[src/hdl/window_watchdog_map.svh]
// Offsets-free constant map: timing counts and field layouts of the window watchdog
`ifndef WINDOW_WATCHDOG_MAP_SVH
`define WINDOW_WATCHDOG_MAP_SVH
`define WDG_CLK_HZ 25000000
`define WDG_LONG_OPEN_MS 65
`define WDG_LONG_OPEN_CYC (`WDG_LONG_OPEN_MS * (`WDG_CLK_HZ / 1000))
`define WDG_CLOSED_MS 10
`define WDG_CLOSED_CYC (`WDG_CLOSED_MS * (`WDG_CLK_HZ / 1000))
`define WDG_OPEN_MS 20
`define WDG_OPEN_CYC (`WDG_OPEN_MS * (`WDG_CLK_HZ / 1000))
`define WDG_REG_OFF_MS 200
`define WDG_REG_OFF_CYC (`WDG_REG_OFF_MS * (`WDG_CLK_HZ / 1000))
`define WDG_RESET_PULSE_US 2
`define WDG_RESET_PULSE_CYC (`WDG_RESET_PULSE_US * (`WDG_CLK_HZ / 1000000))
`define WDG_FAILS_REG_OFF 4'h8
`define WDG_FAILS_DEEP 4'hf
`define WDG_CTRL_WIDTH 16
`define WDG_CTRL_DEFAULT 16'h0000
`define WDG_STATUS_WIDTH 8
`endif

[src/hdl/window_watchdog_pkg.sv]
// Types shared by the window watchdog design files
package window_watchdog_pkg;
    typedef enum logic [2:0] {
        WD_OFF = 3'b000,
        WD_LONG_OPEN = 3'b001,
        WD_CLOSED = 3'b011,
        WD_OPEN = 3'b010,
        WD_REG_OFF = 3'b110,
        WD_DEEP = 3'b111
    } wd_state_type;
endpackage

[src/hdl/sync2.sv]
// Two flip-flop synchroniser for one asynchronous level
`timescale 1ns/1ps
`default_nettype none
module sync2 (
    input wire logic mclk_in,
    input wire logic srst_in,
    input wire logic async_in,
    output logic sync_out
);
    typedef struct packed {
        logic meta;
        logic stable;
    } sync_state_type;
    sync_state_type state_reg;
    sync_state_type state_next;
    always_comb begin
        state_next.meta = async_in;
        state_next.stable = state_reg.meta;
    end
    always_ff @(posedge mclk_in) begin
        if (srst_in) begin
            // Idle level of an active-low select, so no false edge follows reset
            state_reg <= '1;
        end else begin
            state_reg <= state_next;
        end
    end
    assign sync_out = state_reg.stable;
endmodule
`default_nettype wire

[src/hdl/status_flag.sv]
// One read-and-clear status flag whose clear is ignored while the fault is still active
`timescale 1ns/1ps
`default_nettype none
module status_flag (
    input wire logic mclk_in,
    input wire logic srst_in,
    input wire logic fault_in,
    input wire logic clear_in,
    output logic flag_out
);
    typedef struct packed {
        logic flag;
    } flag_state_type;
    flag_state_type state_reg;
    flag_state_type state_next;
    always_comb begin
        state_next = state_reg;
        // A clear only takes when the fault is gone; a new fault wins
        if (fault_in) begin
            state_next.flag = 1'b1;
        end else if (clear_in) begin
            state_next.flag = 1'b0;
        end
    end
    always_ff @(posedge mclk_in) begin
        if (srst_in) begin
            state_reg <= '0;
        end else begin
            state_reg <= state_next;
        end
    end
    assign flag_out = state_reg.flag;
endmodule
`default_nettype wire

[src/hdl/window_watchdog_failsafe.sv]
// Window watchdog with fail-safe reaction, control write gating and status clearing
//
// Notes on behaviour
// - After reset output release in active mode, start in long open window.
// - Writing one ends the long open window and starts window mode.
// - Writing zero during long open window leaves the window running; only the toggle bit takes the zero.
// - In window mode, trigger is an inversion; repeating the value does nothing.
// - Trigger is taken only at the frame select rising edge ending the frame.
// - Failure on closed-window toggle, open window timeout, or long open timeout.
// - After 8 consecutive failures, regulator off 200ms, then back on.
// - 7 more consecutive failures, 15 total, enter deep standby.
// - Failure count increments per failure, clears on valid trigger.
// - Failure pulses reset output, restarts long open window (except at counts 8 and 15), latches fail-safe flag.
// - Compare bit one: watchdog off in light standby, long open after wake.
// - Compare bit zero: keep running while load current above threshold, else off.
// - Compare bit zero: re-enable automatically when load current rises above threshold.
// - Watchdog always disabled in flash mode; the code keeps the regulator-off period and deep standby running in flash mode.
// - Watchdog off bit set in flash mode keeps watchdog off in active mode.
// - In fail-safe, only toggle, standby request, standby select and drain fault disable bits are writable.
// - Entering fail-safe resets other controls, disables pump, back-EMF, amp, drivers.
// - Clear takes only if fault ended first; not-ready self-clears on pump voltage.
// - Read-and-clear is per bit, touching only selected flags.
`timescale 1ns/1ps
`default_nettype none
`include "window_watchdog_map.svh"
module window_watchdog_failsafe #(
    parameter logic [31:0] LONG_OPEN_CYC = `WDG_LONG_OPEN_CYC,
    parameter logic [31:0] CLOSED_CYC = `WDG_CLOSED_CYC,
    parameter logic [31:0] OPEN_CYC = `WDG_OPEN_CYC,
    parameter logic [31:0] REG_OFF_CYC = `WDG_REG_OFF_CYC
) (
    input wire logic mclk_in,
    input wire logic srst_in,
    input wire logic frame_select_pin_in,
    input wire logic frame_toggle_write_in,
    input wire logic frame_toggle_value_in,
    input wire logic frame_ctrl_write_in,
    input wire logic [15:0] frame_ctrl_data_in,
    input wire logic frame_standby_write_in,
    input wire logic frame_standby_request_in,
    input wire logic frame_standby_select_in,
    input wire logic frame_clear_in,
    input wire logic [7:0] frame_clear_mask_in,
    input wire logic flash_mode_in,
    input wire logic light_standby_in,
    input wire logic wake_event_in,
    input wire logic standby_current_compare_bit_in,
    input wire logic regulator_load_current_high_in,
    input wire logic watchdog_off_bit_in,
    input wire logic drain_fault_disable_bit_in,
    input wire logic charge_pump_above_low_in,
    input wire logic [6:0] fault_active_in,
    output logic reset_out_pin_out,
    output logic regulator_enable_out,
    output logic deep_standby_out,
    output logic failsafe_state_out,
    output logic watchdog_toggle_bit_out,
    output logic [3:0] failure_count_field_out,
    output logic [15:0] ctrl_word_out,
    output logic drain_fault_disable_bit_out,
    output logic standby_request_bit_out,
    output logic standby_select_bit_out,
    output logic blocks_enable_out,
    output logic gate_discharge_out,
    output logic [7:0] status_flags_out,
    output logic watchdog_active_out
);
    typedef struct packed {
        window_watchdog_pkg::wd_state_type state;
        logic [31:0] count;
        logic [3:0] fails;
        logic toggle;
        logic reset_pin;
        logic [7:0] reset_cnt;
        logic failsafe;
        logic wdg_flag;
        logic wd_disabled;
        logic [15:0] ctrl;
        logic dsft;
        logic stby_req;
        logic stby_sel;
        logic not_ready;
        logic discharge;
        logic cs_prev;
        logic reg_en;
        logic deep;
        logic active;
        logic blocks_en;
        logic [7:0] flags;
    } top_state_type;
    top_state_type state_reg;
    top_state_type state_next;
    logic cs_sync;
    logic trig_taken;
    logic fail_event;
    logic wd_enable;
    logic [6:0] fault_flags;
    logic [6:0] fault_clear;

    // Frame select is a pin: two flops before any edge logic sees it
    sync2 u_cs_sync (
        .mclk_in(mclk_in),
        .srst_in(srst_in),
        .async_in(frame_select_pin_in),
        .sync_out(cs_sync)
    );

    genvar gi;
    generate
        for (gi = 0; gi < 7; gi = gi + 1) begin : g_flag
            status_flag u_flag (
                .mclk_in(mclk_in),
                .srst_in(srst_in),
                .fault_in(fault_active_in[gi]),
                .clear_in(fault_clear[gi]),
                .flag_out(fault_flags[gi])
            );
            // Fault flag n sits at status bit n, so mask bit n selects it
            assign fault_clear[gi] = frame_clear_in && frame_clear_mask_in[gi];
        end
    endgenerate

    always_comb begin
        state_next = state_reg;
        trig_taken = 1'b0;
        fail_event = 1'b0;
        state_next.cs_prev = cs_sync;
        // Standby rule: compare bit one disables; zero follows the load current
        wd_enable = !flash_mode_in && !state_reg.wd_disabled;
        // A wake event ends light standby at once
        if (light_standby_in && !wake_event_in) begin
            if (standby_current_compare_bit_in || !regulator_load_current_high_in) begin
                wd_enable = 1'b0;
            end
        end
        // Off bit is only taken while in flash mode
        if (flash_mode_in) begin
            state_next.wd_disabled = watchdog_off_bit_in;
        end
        // Drain fault disable survives fail-safe and simply follows its input
        state_next.dsft = drain_fault_disable_bit_in;
        if (frame_clear_in && frame_clear_mask_in[7]) begin
            state_next.wdg_flag = 1'b0;
            state_next.failsafe = 1'b0;
        end
        // Self-clearing not-ready flag
        if (charge_pump_above_low_in) begin
            state_next.not_ready = 1'b0;
        end
        if (state_reg.reset_cnt != 8'h00) begin
            state_next.reset_cnt = state_reg.reset_cnt - 8'h01;
        end else begin
            state_next.reset_pin = 1'b1;
        end
        state_next.count = state_reg.count + 32'h1;
        // Frame end edge of frame select carries any trigger
        if (cs_sync && !state_reg.cs_prev) begin
            if (frame_toggle_write_in) begin
                state_next.toggle = frame_toggle_value_in;
                trig_taken = 1'b1;
            end
            if (frame_standby_write_in) begin
                state_next.stby_req = frame_standby_request_in;
                state_next.stby_sel = frame_standby_select_in;
            end
            if (frame_ctrl_write_in && !state_reg.failsafe) begin
                state_next.ctrl = frame_ctrl_data_in;
            end
        end

        case (state_reg.state)
            window_watchdog_pkg::WD_OFF: begin
                // Waits for an enable and for the reset pin to be released
                state_next.count = 32'h0;
                if (wd_enable && state_reg.reset_pin) begin
                    state_next.state = window_watchdog_pkg::WD_LONG_OPEN;
                end
            end
            window_watchdog_pkg::WD_LONG_OPEN: begin
                // The window only runs once the reset pulse is over, so the host gets all of it
                if (!state_reg.reset_pin) begin
                    state_next.count = 32'h0;
                end else if (trig_taken && frame_toggle_value_in) begin
                    state_next.state = window_watchdog_pkg::WD_CLOSED;
                    state_next.count = 32'h0;
                    state_next.fails = 4'h0;
                end else if (state_reg.count >= LONG_OPEN_CYC - 32'h1) begin
                    fail_event = 1'b1;
                end
                // A zero write leaves the window running untouched
            end
            window_watchdog_pkg::WD_CLOSED: begin
                // Any inversion this early is a failure; an equal write is ignored
                if (trig_taken && frame_toggle_value_in != state_reg.toggle) begin
                    fail_event = 1'b1;
                end else if (state_reg.count >= CLOSED_CYC - 32'h1) begin
                    state_next.state = window_watchdog_pkg::WD_OPEN;
                    state_next.count = 32'h0;
                end
            end
            window_watchdog_pkg::WD_OPEN: begin
                // Only an inversion counts as a trigger here
                if (trig_taken && frame_toggle_value_in != state_reg.toggle) begin
                    state_next.state = window_watchdog_pkg::WD_CLOSED;
                    state_next.count = 32'h0;
                    state_next.fails = 4'h0;
                end else if (state_reg.count >= OPEN_CYC - 32'h1) begin
                    fail_event = 1'b1;
                end
            end
            window_watchdog_pkg::WD_REG_OFF: begin
                // The regulator is off, so no trigger can arrive in this period
                if (state_reg.count >= REG_OFF_CYC - 32'h1) begin
                    state_next.state = window_watchdog_pkg::WD_LONG_OPEN;
                    state_next.count = 32'h0;
                end
            end
            window_watchdog_pkg::WD_DEEP: begin
                // Only a reset leaves deep standby; later failures are not counted
                state_next.count = 32'h0;
            end
            default: begin
                // An unused code recovers through the off state
                state_next.state = window_watchdog_pkg::WD_OFF;
            end
        endcase

        // Pulse, flag, restart and control reset all start in one cycle; the set beats a clear
        if (fail_event) begin
            state_next.fails = state_reg.fails + 4'h1;
            state_next.count = 32'h0;
            state_next.reset_pin = 1'b0;
            state_next.reset_cnt = 8'(`WDG_RESET_PULSE_CYC);
            state_next.wdg_flag = 1'b1;
            state_next.failsafe = 1'b1;
            state_next.state = window_watchdog_pkg::WD_LONG_OPEN;
            state_next.ctrl = `WDG_CTRL_DEFAULT;
            state_next.discharge = 1'b1;
            if (state_reg.fails + 4'h1 == `WDG_FAILS_REG_OFF) begin
                state_next.state = window_watchdog_pkg::WD_REG_OFF;
            end else if (state_reg.fails + 4'h1 == `WDG_FAILS_DEEP) begin
                state_next.state = window_watchdog_pkg::WD_DEEP;
            end
        end
        // Discharge holds for as long as fail-safe does
        if (!state_next.failsafe) begin
            state_next.discharge = 1'b0;
        end
        // Leaving enabled conditions parks the watchdog unless it is in regulator-off or deep standby; a later enable starts a long open window
        if (!wd_enable && state_reg.state != window_watchdog_pkg::WD_DEEP
                && state_reg.state != window_watchdog_pkg::WD_REG_OFF) begin
            state_next.state = window_watchdog_pkg::WD_OFF;
            state_next.count = 32'h0;
        end

        // Pin decodes come from the next state, so registering them adds no delay
        state_next.reg_en = state_next.state != window_watchdog_pkg::WD_REG_OFF
            && state_next.state != window_watchdog_pkg::WD_DEEP;
        state_next.deep = state_next.state == window_watchdog_pkg::WD_DEEP;
        state_next.active = state_next.state != window_watchdog_pkg::WD_OFF;
        state_next.blocks_en = !state_next.failsafe;
        state_next.flags = {state_next.wdg_flag, fault_flags[6:1], state_next.not_ready | fault_flags[0]};
    end

    always_ff @(posedge mclk_in) begin
        if (srst_in) begin
            // Pin released, regulator and blocks on, not-ready pending
            state_reg <= '0;
            state_reg.reset_pin <= 1'b1;
            state_reg.not_ready <= 1'b1;
            state_reg.ctrl <= `WDG_CTRL_DEFAULT;
            state_reg.cs_prev <= 1'b1;
            state_reg.reg_en <= 1'b1;
            state_reg.blocks_en <= 1'b1;
            state_reg.flags <= 8'h01;
        end else begin
            state_reg <= state_next;
        end
    end

    // Every pin is a state flop; fault bits of the status word lag their flags by one cycle
    assign reset_out_pin_out = state_reg.reset_pin;
    assign regulator_enable_out = state_reg.reg_en;
    assign deep_standby_out = state_reg.deep;
    assign failsafe_state_out = state_reg.failsafe;
    assign watchdog_toggle_bit_out = state_reg.toggle;
    assign failure_count_field_out = state_reg.fails;
    assign ctrl_word_out = state_reg.ctrl;
    assign drain_fault_disable_bit_out = state_reg.dsft;
    assign standby_request_bit_out = state_reg.stby_req;
    assign standby_select_bit_out = state_reg.stby_sel;
    assign blocks_enable_out = state_reg.blocks_en;
    assign gate_discharge_out = state_reg.discharge;
    assign status_flags_out = state_reg.flags;
    assign watchdog_active_out = state_reg.active;
endmodule
`default_nettype wire

[config.mk]
export PLATFORM = sky130hd
export DESIGN_NAME = window_watchdog_failsafe
export DESIGN_NICKNAME = d
export VERILOG_FILES = /design/src/hdl/window_watchdog_pkg.sv /design/src/hdl/sync2.sv /design/src/hdl/status_flag.sv /design/src/hdl/window_watchdog_failsafe.sv
export VERILOG_INCLUDE_DIRS = /design/src /design/src/hdl
export SDC_FILE = /design/constraint.sdc
export NUM_CORES = 1
export LEC_CHECK = 0
export BUFFER_PORTS_ARGS = -buffer_cell sky130_fd_sc_hd__clkbuf_2
export CORE_ASPECT_RATIO = 0.75
export CORE_MARGIN = 10
export CORE_UTILIZATION = 30
export DETAILED_ROUTE_END_ITERATION = 6
export PLACE_DENSITY = 0.48
export SLEW_MARGIN = 20
export SYNTH_ARGS = -nofsm -noshare
export SYNTH_HDL_FRONTEND = slang
export SYNTH_SLANG_ARGS = --single-unit
[constraint.sdc]
create_clock -name mclk_in -period 4 [get_ports mclk_in]
set_clock_uncertainty 0.1 [all_clocks]
set_input_delay 0.2 -clock mclk_in [delete_from_list [all_inputs] [get_ports mclk_in]]
set_output_delay 0.2 -clock mclk_in [all_outputs]
set_load 0.05 [all_outputs]
=== Yosys cells after proc, flatten, opt, wreduce, memory -nomap -nowiden ===
Index checks and enable logic that the tools add are counted.
Widths: inputs -> output; s select.

* Bits in registers: 95
* Input bits: 49
* Logic and storage cells: 150

* Add/subtract/negate cells: 3
* $lt $le $gt $ge: 4
* Equal/unequal tests: 17
* Multiplexer cells: 46
* Bitwise logic cells: 2
* Reduce and logical (&&, ||, !) cells: 47

{| class="wikitable"
|+ Operator list
! operator !! count
|-
| $pmux 32 s5 || 1
|-
| $mux 35 || 4
|-
| $mux 39 || 3
|-
| $add 32x1->32 const B || 1
|-
| $ge 32x18->1 const B || 1
|-
| $ge 32x19->1 const B || 1
|-
| $ge 32x21->1 const B || 1
|-
| $ge 32x23->1 const B || 1
|-
| $mux 32 || 1
|-
| $mux 1 || 26
|-
| $ne 3x3->1 const B || 7
|-
| $logic_and 1x1->1 || 18
|-
| $pmux 3 s6 || 1
|-
| $reduce_bool 2->1 || 8
|-
| $mux 3 || 4
|-
| $mux 11 || 1
|-
| $eq 3x3->1 const B || 3
|-
| $eq 4x4->1 const B || 2
|-
| $logic_not 1->1 || 8
|-
| $mux 8 || 1
|-
| $pmux 4 s2 || 1
|-
| $reduce_bool 8->1 || 1
|-
| $sub 8x1->8 const B || 1
|-
| $eq 3x2->1 const B || 2
|-
| 16 further kinds || 21
|}

=== Logic depth before layout (Yosys ltp) ===
* Depth after elaboration: 11
* Depth in mapped cells: 10

=== Hierarchy ===
Synthesis repeated with hierarchy kept, for this count alone.

* Cells, all modules: 523
* Area, all modules: 4699.5 um^2

{| class="wikitable"
|+ By module, submodules not included
! module !! times used !! cells an instance !! area an instance (um^2) !! sequential area each (um^2)
|-
| window_watchdog_failsafe || 1 || 491 || 4375.4 || 1701.6
|-
| status_flag || 7 || 4 || 38.8 || 20.0
|-
| sync2 || 1 || 4 || 52.6 || 40.0
|}

=== Worst setup path after synthesis ===
Ideal clock, no wire load.

* Path type: reg-to-reg
* Start point: register state_reg[51] (netlist bit)
* End point: register state_reg, in the netlist gate_discharge_out
* Library setup time: 0.115 ns
* Arrival time: 2.017 ns
* Path slack: 1.768 ns
* Cell stages (with the launch flop): 11
* Buffers on the path: 2
* Clock period less this slack: 2.232 ns
* Path through: dfxtp_1 > ha_1 > a2111oi_2 > o311ai_1 > a311oi_1 > o22ai_1 > buf_6 > buf_4 > a21oi_1 > nor2_2 > o21a_1

* Word-level cells in the longest chain between the ends: 8
* Elaborated cells between the ends (all ways): 11
* Classes of those cells: order compare: 2; mux: 7; bitwise: 1; reduce/logical: 1

{| class="wikitable"
|+ RTL lines
! item !! line !! source
|-
| start: declaration || window_watchdog_failsafe.sv:91 || <nowiki>top_state_type state_reg;</nowiki>
|-
| start signal: assignment || window_watchdog_failsafe.sv:277 || <nowiki>state_reg <= state_next;</nowiki>
|-
| $ge 32x21->1 || window_watchdog_failsafe.sv:187 || <nowiki>end else if (state_reg.count >= LONG_OPEN_CYC - 32'h1) begin</nowiki>
|-
| $mux 1 || window_watchdog_failsafe.sv:187 ||
|-
| $mux 1 || window_watchdog_failsafe.sv:183 || <nowiki>end else if (trig_taken && frame_toggle_value_in) begin</nowiki>
|-
| $mux 1 || window_watchdog_failsafe.sv:181 || <nowiki>if (!state_reg.reset_pin) begin</nowiki>
|-
| $pmux 1 s3 * || window_watchdog_failsafe.sv:171 || <nowiki>case (state_reg.state)</nowiki>
|-
| $mux 11 || window_watchdog_failsafe.sv:229 || <nowiki>if (fail_event) begin</nowiki>
|-
| $not 1->1 (no source line) || n/a ||
|-
| $reduce_or 2->1 (no source line) || n/a ||
|}

Every way passes the cells marked *; elsewhere a longest branch is shown, timed or not.
A chain may end at the register's enable or synchronous reset.

=== Worst setup path in the final report ===
* Start point: register state_reg[51] (netlist bit)
* End point: register state_reg[80] (netlist bit)

* Word-level cells in the longest chain between the ends: 6
* Elaborated cells between the ends (all ways): 19
* Classes of those cells: add/sub: 1; order compare: 4; mux: 13; reduce/logical: 1

{| class="wikitable"
|+ RTL lines
! item !! line
|-
| $ge 32x21->1 || window_watchdog_failsafe.sv:187
|-
| $mux 1 || window_watchdog_failsafe.sv:187
|-
| $mux 1 || window_watchdog_failsafe.sv:183
|-
| $mux 1 || window_watchdog_failsafe.sv:181
|-
| $pmux 1 s3 || window_watchdog_failsafe.sv:171
|-
| $reduce_or 3->1 (no source line) || n/a
|}

Parallel ways exist; a longest one is shown, timed or not. The select of a mux whose other input is x is not followed.

==> flow_summary.json <==
{
  "crit_path_start_kind": "flop",
  "regToRegSetupSlack_ns": 1.20,
  "timing.critical_path.buf_inv": 1,
  "synth_seq_cells": 94,
  "setup.worst_path.class": "flop to flop",
  "min_to": "standby_request_bit_out",
  "post_synth_instance_area_sq_um": 4374,
  "area_of_the_core_region_sq_um": 14360,
  "cts_made_buffers": 9,
  "hold_path.class": "input pin to flop",
  "rsz0062_at_grt": "false",
  "worstPathArrival_ns": 2.96,
  "cap_viol_max_count": 0,
  "worstSetupPathDepth": 9,
  "i_o_pin_total": 88,
  "critical_path_required_ns": 4.16,
  "tritoncts_num_sinks": 94,
  "synthesis.area_per_instance_sq_um": 8.494,
  "path_cells": "ha_1 -> a2111oi_2 -> o311ai_1 -> a311oi_1 -> o22ai_1 -> buf_4 -> nor3_4 -> nand2_2 -> nor2_1",
  "met1Wirelength_mm": 5.317,
  "routed_via_density": 4.558,
  "area_growth_pct": 19.94,
  "cts.path.max_buffers": 2,
  "pin_count_of_the_biggest_net_entering_global_routing": 36,
  "drtAntennaViolNets": 0,
  "synth-edff-count": 0,
  "cts.reportedPaths.clkPinSlew_ns": 0.06,
  "synth_sequential_area_ratio": 0.4302,
  "first_global_vias": 3460,
  "drive_gt1_frac": 0.2034,
  "ys_dominant_reg_cell": "sky130_fd_sc_hd__dfxtp_1",
  "synthArstFlopShare": 0,
  "worst_r2r_startpoint": "state_reg[51]",
  "post_synth_cell_types": 62,
  "timing_worst_slew_pin_value_ns": 1.005,
  "tritoncts": "done",
  "synth_area_leader_cell": "sky130_fd_sc_hd__dfxtp_1",
  "report.final.setup_viol": 0,
  "clock_root_buffer": "sky130_fd_sc_hd__clkbuf_16",
  "mostFrequentLayoutCell": "sky130_fd_sc_hd__dfxtp_1",
  "avgRoutedWirePerCell_um": 13.14,
  "die_span_y_um": 124.6,
  "timing.final.hold_violations": 0,
  "hpwlAfterDp_mm": 7.802,
  "nNetsFinal": 640,
  "fmax_mhz": 357.2,
  "finalHoldWorstSlack_ns": 0.009146,
  "clk-insertion-delay-late_ns": 0.33,
  "number_of_antenna_diodes": 0,
  "detailroute.via_count": 3601,
  "fin_crit_ns": 2.800,
  "synth_top_cell_area_share": 0.4302,
  "critical_path.top_delay_family": "compound AO/OA/AOI/OAI gates",
  "htree_num_levels": 3,
  "antenna_found_initial": 0,
  "fp.dieW_um": 159.4,
  "worst_setup_path_end_kind": "flop",
  "global_route.usage.total": 0.1031,
  "largest_register_ff_count": 47,
  "met3WireLength_um": 741,
  "ff2ff_path_depth": 9,
  "top_layer_used": "met4",
  "cpMaxStageDelayCell": "sky130_fd_sc_hd__nand2_2",
  "run_status": "finished, final reports clean",
  "hold_depth": 3,
  "cp_max_fo": 31,
  "yosys_warnings": 0,
  "routabilityCongestion": 0.7712,
  "fp.dieArea_sq_um": 19860,
  "holdCritStartpoint": "frame_standby_request_in",
  "syn-num-nets": 569,
  "initial_core_util": 0.3046,
  "leakage_nw": 2.022,
  "vdd.ir_drop.worst_mv": 0.1712,
  "remaining_drc_errors": 0,
  "post_route_setup_tns_ns": 0,
  "layout.cells.most_common_list": "94 x sky130_fd_sc_hd__dfxtp_1, 87 x sky130_fd_sc_hd__clkbuf_2, 69 x sky130_fd_sc_hd__nand2_1",
  "postRouteWirelength_mm": 10.38,
  "grt_overflow_total": 0,
  "timing.final.max_slew_violations": 0,
  "grt_pass1_wl_mm": 17.28,
  "top_area_cells_in_the_synthesized_netlist": "sky130_fd_sc_hd__dfxtp_1 43%, sky130_fd_sc_hd__nand2_1 5.9%, sky130_fd_sc_hd__nor2_1 5.8%",
  "port_buffers": 87,
  "fillerInstances": 1512,
  "dr_wl_met2_mm": 4.197,
  "fin_crit_sh": 0.7000,
  "drtIter0Drc": 196,
  "worst_slew_slack_as_a_fraction_of_its_limit": 0.3246,
  "timing.rr.end": "state_reg[80]",
  "post_cts_resized": 0,
  "row_count": 38,
  "critPathMaxStageDelay_ns": 0.39,
  "drt_pre_antenna_iters": 6,
  "syn-instance-count": 515,
  "power_density_nw_per_um2": 400.3
}
[where the power goes]
group	total, mW	switching [mW]	internal [mW]
logic	0.275	0.154	0.122
registers	1.00	0.0251	0.977
clock network	0.822	0.342	0.480
[worst max-delay path by stage]
stage	slack, ns	end	startpoint
CTS	1.17	state_reg[80]	state_reg[79]
detailed placement	1.18	state_reg[65]	state_reg[51]
global route	0.87	state_reg[73]	state_reg[79]
global placement	1.31	state_reg[53]	state_reg[51]
finish	1.20	state_reg[80]	state_reg[51]
floorplan	1.77	gate_discharge_out	state_reg[51]
[cells by family after synthesis]
family	synth area share
fa+ha+maj	0.01430
buf+inv	0.08667
xor+xnor	0.07008
simple gates	0.2686
flops	0.4302
compound gates	0.1184
mux	0.01173
[per-stage QoR]
stage / setup slack, ns / cell area (sq um) / cells / power, mW / utilization
2_1_floorplan: 1.768 / 4374 / 515 / 1.219 / -
3_3_place_gp: 1.309 / 4715 / 750 / 1.274 / 0.3283
3_5_place_dp: 1.183 / 4715 / 750 / 1.279 / 0.3283
4_1_cts: 1.167 / 5246 / 790 / 2.131 / 0.3654
5_1_grt: 0.8702 / 5246 / 790 / 2.207 / 0.3654
6_report: 1.200 / 5246 / 790 / 2.100 / 0.3654
[synth_stat cells, types with 2 or more instances]
cell type / number
sky130_fd_sc_hd__nor2_1: 68
sky130_fd_sc_hd__nand3_1: 20
sky130_fd_sc_hd__clkbuf_1: 12
sky130_fd_sc_hd__and2_1: 2
sky130_fd_sc_hd__buf_2: 6
sky130_fd_sc_hd__nand2_1: 69
sky130_fd_sc_hd__o21a_1: 2
sky130_fd_sc_hd__ha_1: 5
sky130_fd_sc_hd__a211oi_1: 4
sky130_fd_sc_hd__o211ai_1: 5
sky130_fd_sc_hd__inv_1: 7
sky130_fd_sc_hd__or3_1: 2
sky130_fd_sc_hd__dfxtp_1: 94
sky130_fd_sc_hd__buf_6: 5
sky130_fd_sc_hd__mux2i_1: 4
sky130_fd_sc_hd__a21oi_1: 34
sky130_fd_sc_hd__nor2_2: 3
sky130_fd_sc_hd__nor3_1: 12
sky130_fd_sc_hd__xnor2_1: 13
sky130_fd_sc_hd__nand3b_1: 3
sky130_fd_sc_hd__o21bai_1: 3
sky130_fd_sc_hd__and4_1: 6
sky130_fd_sc_hd__nor4_1: 4
sky130_fd_sc_hd__buf_4: 29
sky130_fd_sc_hd__a311oi_1: 3
sky130_fd_sc_hd__nand4b_1: 2
sky130_fd_sc_hd__nand4_1: 6
sky130_fd_sc_hd__nor2b_1: 12
sky130_fd_sc_hd__or2_2: 6
sky130_fd_sc_hd__nand2b_1: 4
sky130_fd_sc_hd__o21ai_0: 10
sky130_fd_sc_hd__xor2_1: 22
sky130_fd_sc_hd__and3_1: 9
[layout make-up]
cell class | count | area [sq um] | share of cell area
well taps | 200 | 250.2 | 0.04770
inverters | 7 | 26.28 | 0.005008
multi-input cells | 361 | 2113 | 0.4028
repair buffers | 113 | 693.2 | 0.1321
clock inverters | 4 | 48.80 | 0.009301
flip-flops and latches | 94 | 1882 | 0.3587
clock buffers | 11 | 232.7 | 0.04436
[metal layers]
layer  track usage  vias up
li1              -     1872
met1        0.1379     1619
met2        0.1496       98
met3       0.04227       12
met4       0.02664        0
met5             0        -
[tightest hold or removal path, stage by stage]
cell and delay [ns]:
sky130_fd_sc_hd__clkbuf_2 0.08, sky130_fd_sc_hd__nand3_1 0.05, sky130_fd_sc_hd__a21oi_1 0.06
[what timing repair did]
item                      in CTS  in global routing
buffers inserted               0                  0
hold buffers                  25                  0
hold endpoints to repair      25                  0
Power figures use the tool's default switching activity.
